`config.mk`:
```
export PLATFORM = sky130hd
export DESIGN_NAME = bridge_config_header_upper
export DESIGN_NICKNAME = d
export VERILOG_FILES = /design/src/shared/bridge_cfg_pkg.sv /design/src/design/bridge_config_header_upper.sv
export SDC_FILE = /design/constraint.sdc
export NUM_CORES = 1
export LEC_CHECK = 0
export BUFFER_PORTS_ARGS = -buffer_cell sky130_fd_sc_hd__buf_2
export CAP_MARGIN = 20
export CORE_MARGIN = 2
export CORE_UTILIZATION = 56
export DETAILED_ROUTE_END_ITERATION = 16
export GPL_TIMING_DRIVEN = 0
export PLACE_DENSITY = 0.88
export SKIP_CTS_REPAIR_TIMING = 1
export SKIP_LAST_GASP = 1
export SYNTH_ARGS = -nofsm -noshare
export SYNTH_HDL_FRONTEND = slang
export SYNTH_SLANG_ARGS = --single-unit
export TNS_END_PERCENT = 1
```
`constraint.sdc`:
```
create_clock -name I_CORE_CLK -period 5.2 [get_ports I_CORE_CLK]
set_clock_uncertainty 0.2 [all_clocks]
set_input_delay 0.52 -clock I_CORE_CLK [delete_from_list [all_inputs] [get_ports I_CORE_CLK]]
set_output_delay 0.52 -clock I_CORE_CLK [all_outputs]
set_load 0.01 [all_outputs]
```
`src/shared/bridge_cfg_pkg.sv`:
```
// Package with register map, field layout and carrier types of the upper bridge header.
package bridge_cfg_pkg;

    // ********************************************************************
    // Register offsets
    // ********************************************************************
    localparam logic [7:0] OFS_IO_UPPER = 8'h30;
    localparam logic [7:0] OFS_CAP_PTR = 8'h34;
    localparam logic [7:0] OFS_IRQ_CTRL = 8'h3c;
    localparam logic [7:0] OFS_EVT_STATUS = 8'h40;
    localparam logic [7:0] OFS_EVT_CLEAR = 8'h44;
    localparam logic [7:0] OFS_EVT_ENABLE = 8'h48;

    // ********************************************************************
    // Field positions and reset values
    // ********************************************************************
    localparam int BIT_PARITY_RESP = 16;
    localparam int BIT_SERR_FWD = 17;
    localparam int BIT_ISA = 18;
    localparam int BIT_VGA = 19;
    localparam int BIT_MABORT_MODE = 21;
    localparam logic [7:0] CAP_PTR_VALUE = 8'h80;
    localparam logic [15:0] IO_UPPER_RESET = 16'h0000;
    localparam logic [7:0] IRQ_LINE_RESET = 8'h00;
    localparam logic [7:0] IRQ_PIN_VALUE = 8'h00;
    localparam logic [31:0] ABORT_READ_DATA = 32'hffff_ffff;
    localparam logic [31:0] RD_UNMAPPED = 32'h0000_0000;
    // ISA aliases: within first 64KB, offset 100h..3ffh of each 1KB block.
    localparam logic [15:0] ISA_SPACE_TOP = 16'h0000;
    localparam logic [1:0] ISA_LOW_QUARTER = 2'h0;

    // Event bits: 0 parity error, 1 forwarded system error, 2 master abort.
    localparam int NUM_EVT = 3;

    typedef struct packed {
        logic [15:0] io_window_bottom_upper_half;
        logic [15:0] io_window_top_upper_half;
        logic [7:0] irq_routing_byte;
        logic parity_resp;
        logic serr_fwd;
        logic isa_en;
        logic vga_en;
        logic mabort_mode;
    } cfg_s;

    typedef struct packed {
        logic [31:0] addr;
        logic is_io;
        logic is_mem;
        logic is_write;
    } txn_s;

    typedef struct packed {
        logic fwd_down;
        logic fwd_up;
        logic parity_err;
        logic serr_out;
        logic target_abort;
        logic [31:0] abort_data;
        logic abort_done;
    } resp_s;

endpackage

```
`src/design/bridge_config_header_upper.sv`:
```
// Upper configuration header registers and the forwarding decisions they steer.
`timescale 1ns/100ps
module bridge_config_header_upper
    import bridge_cfg_pkg::*;
(
    input wire logic I_CORE_CLK,
    input wire logic I_RESETN,
    input wire logic I_CE,
    input wire logic [7:0] I_ADDR,
    input wire logic [31:0] I_WDATA,
    input wire logic [3:0] I_BE,
    input wire logic I_WR,
    input wire logic I_RD,
    output logic [31:0] O_RDATA,
    input wire txn_s I_PRI_TXN,
    input wire txn_s I_SEC_TXN,
    input wire logic [31:0] I_IO_BASE,
    input wire logic [31:0] I_IO_LIMIT,
    input wire logic I_SEC_PARITY_ERR,
    input wire logic I_DOWNSTREAM_SYSTEM_ERROR_IN_N,
    input wire logic I_MASTER_ABORT,
    input wire logic I_TARGET_ABORT_POSSIBLE,
    input wire logic I_PRI_SERR_ENABLE,
    output resp_s O_RESP,
    output logic O_UPSTREAM_SYSTEM_ERROR_OUT_N,
    output logic O_IRQ
);

    // ********************************************************************
    // State
    // ********************************************************************
    typedef struct packed {
        cfg_s cfg;
        logic [31:0] rdata;
        resp_s resp;
        logic serr_n;
        logic [NUM_EVT-1:0] evt_status;
        logic [NUM_EVT-1:0] evt_enable;
        logic irq;
    } state_s;

    state_s r;
    state_s next_r;

    function automatic logic [31:0] io_upper_word(input cfg_s c);
        io_upper_word = {c.io_window_top_upper_half, c.io_window_bottom_upper_half};
    endfunction

    function automatic logic [31:0] ctrl_word(input cfg_s c);
        logic [31:0] w;
        w = 32'h0000_0000;
        w[7:0] = c.irq_routing_byte;
        w[15:8] = IRQ_PIN_VALUE;
        w[BIT_PARITY_RESP] = c.parity_resp;
        w[BIT_SERR_FWD] = c.serr_fwd;
        w[BIT_ISA] = c.isa_en;
        w[BIT_VGA] = c.vga_en;
        w[BIT_MABORT_MODE] = c.mabort_mode;
        ctrl_word = w; // Bit 20 stays zero.
    endfunction

    // Legacy VGA ranges: memory A0000h-BFFFFh, I/O 3B0h-3BBh and 3C0h-3DFh.
    function automatic logic is_vga(input txn_s t);
        logic hit;
        hit = 1'b0;
        if (t.is_mem && t.addr >= 32'h000a_0000 && t.addr <= 32'h000b_ffff)
        begin
            hit = 1'b1;
        end
        if (t.is_io && t.addr[31:16] == 16'h0000)
        begin
            if ((t.addr[9:0] >= 10'h3b0 && t.addr[9:0] <= 10'h3bb) ||
                (t.addr[9:0] >= 10'h3c0 && t.addr[9:0] <= 10'h3df))
            begin
                hit = 1'b1;
            end
        end
        is_vga = hit;
    endfunction

    // ********************************************************************
    // Next-state logic
    // ********************************************************************
    logic in_window_pri;
    logic in_window_sec;
    logic isa_alias_pri;
    logic isa_alias_sec;
    logic [NUM_EVT-1:0] evt_set;
    logic [NUM_EVT-1:0] evt_clr;
    logic [31:0] base_full;
    logic [31:0] limit_full;

    always_comb
    begin
        next_r = r;
        // The window uses the upper halves held here with the low halves given in.
        base_full = {r.cfg.io_window_bottom_upper_half, I_IO_BASE[15:0]};
        limit_full = {r.cfg.io_window_top_upper_half, I_IO_LIMIT[15:0]};
        in_window_pri = I_PRI_TXN.is_io && I_PRI_TXN.addr >= base_full &&
                        I_PRI_TXN.addr <= limit_full;
        in_window_sec = I_SEC_TXN.is_io && I_SEC_TXN.addr >= base_full &&
                        I_SEC_TXN.addr <= limit_full;
        isa_alias_pri = I_PRI_TXN.addr[31:16] == ISA_SPACE_TOP &&
                        I_PRI_TXN.addr[9:8] != ISA_LOW_QUARTER;
        isa_alias_sec = I_SEC_TXN.addr[31:16] == ISA_SPACE_TOP &&
                        I_SEC_TXN.addr[9:8] != ISA_LOW_QUARTER;
        evt_set = '0;
        evt_clr = '0;

        // Register reads answer in the next cycle only.
        next_r.rdata = 32'h0000_0000;
        if (I_RD)
        begin
            case (I_ADDR)
                OFS_IO_UPPER: next_r.rdata = io_upper_word(r.cfg);
                OFS_CAP_PTR: next_r.rdata = {24'h000000, CAP_PTR_VALUE};
                OFS_IRQ_CTRL: next_r.rdata = ctrl_word(r.cfg);
                OFS_EVT_STATUS: next_r.rdata = {29'h0, r.evt_status};
                OFS_EVT_ENABLE: next_r.rdata = {29'h0, r.evt_enable};
                default: next_r.rdata = RD_UNMAPPED;
            endcase
        end

        // Writes touch writable fields of enabled bytes only.
        if (I_WR)
        begin
            case (I_ADDR)
                OFS_IO_UPPER:
                begin
                    if (I_BE[0]) next_r.cfg.io_window_bottom_upper_half[7:0] = I_WDATA[7:0];
                    if (I_BE[1]) next_r.cfg.io_window_bottom_upper_half[15:8] = I_WDATA[15:8];
                    if (I_BE[2]) next_r.cfg.io_window_top_upper_half[7:0] = I_WDATA[23:16];
                    if (I_BE[3]) next_r.cfg.io_window_top_upper_half[15:8] = I_WDATA[31:24];
                end
                OFS_IRQ_CTRL:
                begin
                    if (I_BE[0]) next_r.cfg.irq_routing_byte = I_WDATA[7:0];
                    if (I_BE[2])
                    begin
                        next_r.cfg.parity_resp = I_WDATA[BIT_PARITY_RESP];
                        next_r.cfg.serr_fwd = I_WDATA[BIT_SERR_FWD];
                        next_r.cfg.isa_en = I_WDATA[BIT_ISA];
                        next_r.cfg.vga_en = I_WDATA[BIT_VGA];
                        next_r.cfg.mabort_mode = I_WDATA[BIT_MABORT_MODE];
                    end
                end
                OFS_EVT_CLEAR: if (I_BE[0]) evt_clr = I_WDATA[NUM_EVT-1:0];
                OFS_EVT_ENABLE: if (I_BE[0]) next_r.evt_enable = I_WDATA[NUM_EVT-1:0];
                default: next_r.cfg = r.cfg;
            endcase
        end

        // Forwarding decisions.
        next_r.resp.fwd_down = in_window_pri && !(r.cfg.isa_en && isa_alias_pri);
        if (is_vga(I_PRI_TXN))
        begin
            next_r.resp.fwd_down = r.cfg.vga_en;
        end
        // Outside the window goes upstream; ISA aliases also go up when enabled.
        next_r.resp.fwd_up = I_SEC_TXN.is_io &&
                             (!in_window_sec || (r.cfg.isa_en && isa_alias_sec));

        next_r.resp.parity_err = I_SEC_PARITY_ERR && r.cfg.parity_resp;

        // Master abort handling.
        next_r.resp.target_abort = 1'b0;
        next_r.resp.abort_data = 32'h0000_0000;
        next_r.resp.abort_done = I_MASTER_ABORT;
        next_r.serr_n = 1'b1;
        if (I_MASTER_ABORT)
        begin
            if (!r.cfg.mabort_mode)
            begin
                // Reads see all ones; write data is dropped.
                next_r.resp.abort_data = ABORT_READ_DATA;
            end
            else if (I_TARGET_ABORT_POSSIBLE)
            begin
                next_r.resp.target_abort = 1'b1;
            end
            else if (I_PRI_SERR_ENABLE)
            begin
                next_r.serr_n = 1'b0;
            end
        end
        if (!I_DOWNSTREAM_SYSTEM_ERROR_IN_N && r.cfg.serr_fwd && I_PRI_SERR_ENABLE)
        begin
            next_r.serr_n = 1'b0;
        end
        next_r.resp.serr_out = !next_r.serr_n;

        // Sticky events; a new event beats a clear in the same cycle.
        evt_set[0] = next_r.resp.parity_err;
        evt_set[1] = !I_DOWNSTREAM_SYSTEM_ERROR_IN_N && r.cfg.serr_fwd;
        evt_set[2] = I_MASTER_ABORT;
        next_r.evt_status = (r.evt_status & ~evt_clr) | evt_set;
        next_r.irq = |(next_r.evt_status & next_r.evt_enable);
    end

    // ********************************************************************
    // Registers
    // ********************************************************************
    always_ff @(posedge I_CORE_CLK)
    begin
        if (!I_RESETN)
        begin
            r <= '0;
            r.cfg.io_window_bottom_upper_half <= IO_UPPER_RESET;
            r.cfg.io_window_top_upper_half <= IO_UPPER_RESET;
            r.cfg.irq_routing_byte <= IRQ_LINE_RESET;
            r.serr_n <= 1'b1;
        end
        else if (I_CE)
        begin
            r <= next_r;
        end
    end

    assign O_RDATA = r.rdata;
    assign O_RESP = r.resp;
    assign O_UPSTREAM_SYSTEM_ERROR_OUT_N = r.serr_n;
    assign O_IRQ = r.irq;

endmodule

```
==> results.py <==
metrics = {
    "sta": {
        "min_period_ns": 2.50,
        "rsz0062_at_grt": "false",
        "fmax_ghz": 0.399,
        "setup_viol": 0,
        "fin_setup_tns_ns": 0,
        "drv_slew": 0,
        "relSlewSlack_pct": 35.4,
        "timing.hold.ws_ns": 0.230,
        "fin_crit_sh_pct": 48.1,
        "hold_viol": 0,
        "tightest_slew_ns": 0.968,
    },
    "critical_path": {
        "crit-reg2reg-launch": "limit_full[23]",
        "r2r_end": "O_RESP[36]",
        "start_kind": "flop",
        "reg2reg_slack_ns": 2.70,
        "path_max_fanout": 3,
        "reg2reg_depth": 8,
        "cp-end-kind": "flop",
        "required_ns": 5.20,
        "critPathKind": "flop to flop",
        "arrival_ns": 2.51,
    },
    "die": {
        "dieArea_um2": 14400,
        "io_pins": 260,
        "fp-row-count": 42,
        "die_h_um": 120,
        "die_w_um": 120,
        "coreArea_um2": 13200,
        "initial_core_util_pct": 57.1,
    },
    "routing": {
        "vias_per_cell": 5.60,
        "wl_um": 22000,
        "detail-route-antenna-nets": 0,
        "drtIter0Drc": 432,
        "wl_per_cell_um": 16.9,
        "drtPass1Iterations": 5,
        "num_vias": 7323,
        "drc": 0,
    },
    "min_path": {
        "worstHoldEndpoint": "limit_full[26]",
        "holdCritStartpoint": "I_WDATA[26]",
        "hold_path_depth": 3,
        "hold_class": "input port to flop",
    },
    "global_routing": {
        "grt_max_degree": 34,
        "grt_pass1_vias": 7284,
        "grt_pass1_wl_um": 35600,
        "antenna_found_initial": 4,
        "overflow": 0,
        "grt_usage_pct": 31.0,
    },
    "clock_tree": {
        "cts_buffers": 9,
        "clk_pin_slew_worst_paths_ns": 0.08,
        "cts_tree": "yes",
        "clockRootBuffer": "clkbuf_16",
        "cts.sinks": 92,
        "worst_skew_pair.late_latency_ns": 0.35,
        "htree_num_levels": 3,
        "clk_path_buf_depth": 2,
    },
    "yosys": {
        "synth_edf_count": 0,
        "synth-seq-cells": 92,
        "syn-num-nets": 1204,
        "synth_ff_type": "dfxtp_1",
        "async_flop_share_pct": 0,
        "syn_avg_cell_area_um2": 8.49,
        "ys_types": 61,
        "post_synth_instance_area_um2": 7540,
        "seq_area_frac_synth_pct": 24.4,
        "yosys.area.top_type": "dfxtp_1",
        "synthTopCellsByCount": "128 x ha_1, 94 x nand2_1, 92 x dfxtp_1",
        "syn_inst": 888,
        "synth.area.top_cells": "dfxtp_1 24%, ha_1 21%, buf_4 7.6%, nand2_1 4.7%, nor2b_1 4.2%",
        "post-synth-top-count-cell": "ha_1",
        "yosysWarningCount": 0,
        "synth_top_area_share_pct": 24.4,
    },
    "place": {
        "placedCellCount": 1288,
        "portBuffers": 224,
        "hpwl_um": 18000,
        "place_congestion": 1.01,
    },
    "power_and_ir_drop": {
        "irDropWorstVdd_mv": 0.249,
        "leakagePower_nw": 4.29,
        "powerDensity_nw_per_um2": 190,
    },
    "finish": {
        "final_net_count": 1439,
        "area_growth_pct": 21.9,
        "stdcell_count": 1308,
        "drive_above_1_share_pct": 29.5,
    },
    "outcome": {
        "status": "complete, no violations",
    },
    "flow_run": {
        "cap_viol_max_count": 0,
    },
}
## worst max-delay path by stage
stage	start	endpoint	slack, ns	depth (start not counted)
detailed placement	I_IO_LIMIT[15]	O_RESP[37]	2.47	9
global route	limit_full[30]	O_RESP[37]	2.61	8
floorplan	I_IO_BASE[10]	O_RESP[37]	2.83	8
global placement	I_PRI_TXN[13]	O_RESP[37]	2.50	8
CTS	O_RESP[31]	O_RESP[30]	2.80	2
finish	limit_full[23]	O_RESP[36]	2.70	8
## metal layers
metal | GRT usage, % | part of all wire (%)
met5 | 0 | 0.054
met4 | 12.6 | 3.2
met3 | 6.18 | 7.6
met2 | 52.5 | 47
met1 | 38.3 | 42
## per-stage QoR
stage | setup WS, ns | utilization (%) | power, mW | area (um^2)
floorplan | 2.83 | - | 0.919 | 7540
global placement | 2.50 | 67.3 | 1.06 | 8880
detailed placement | 2.47 | 67.3 | 1.08 | 8880
CTS | 2.80 | 69.6 | 1.74 | 9180
global route | 2.61 | 69.6 | 1.82 | 9180
finish | 2.70 | 69.7 | 1.74 | 9190
## state kept, by name, indices dropped and copies added, names as in the netlist
name and cells:
O_RESP 7, limit_full 16, r 19, O_UPSTREAM_SYSTEM_ERROR_OUT_N 1, O_RDATA 32, base_full 16, O_IRQ 1
## logic make-up (layout without fill, tap and decap cells)
group                    count (synthesis)  count (layout)  synth area share (%)
AND/OR/NAND/NOR                        273             273                  20.3
AO/OA/AOI/OAI                          200             200                  18.0
buffers and inverters                  168             408                  12.4
adder cells (fa/ha/maj)                128             128                  21.2
flip-flops                              92              92                  24.4
multiplexers                            27              27                  3.59
other                                    0               4                     0
## worst max-delay path, stage by stage (launching register included)
cell	delay, ns
dfxtp_1	0.36
inv_1	0.08
ha_1	0.31
a21oi_1	0.19
o21ai_0	0.15
a222oi_1	0.39
o2111ai_1	0.18
a221oi_1	0.30
o221ai_1	0.19
## power breakdown
| part | internal (mW) | switching (mW) |
|---|---|---|
| clock | 0.376 | 0.296 |
| combinational | 0.163 | 0.193 |
| sequential | 0.708 | 0.00538 |
## layout by cell type, fill, tap and decap left out, types with 14 or more instances in the layout
cell type,count
a21boi_0,32
a21oi_1,54
a22oi_1,35
and2_1,16
buf_2,226
buf_4,76
clkbuf_1,14
dfxtp_1,92
ha_1,128
inv_1,72
mux2i_1,27
nand2_1,94
nand3_1,19
nand4_1,29
nor2_1,18
nor2b_1,51
o21ai_0,20
o2bb2ai_1,16
## area by class of cell
class                           instances  area, um^2
Antenna cell                            4        10.0
Buffer                                 96         663
Clock buffer                            9         225
Clock inverter                          7        75.1
Fill cell                            1062        4000
Inverter                               72         270
Multi-Input combinational cell        628        4760
Sequential cell                        92        1840
Tap cell                              176         220
Timing Repair Buffer                  224        1120
Note: power is estimated with default switching activity, not from simulation.
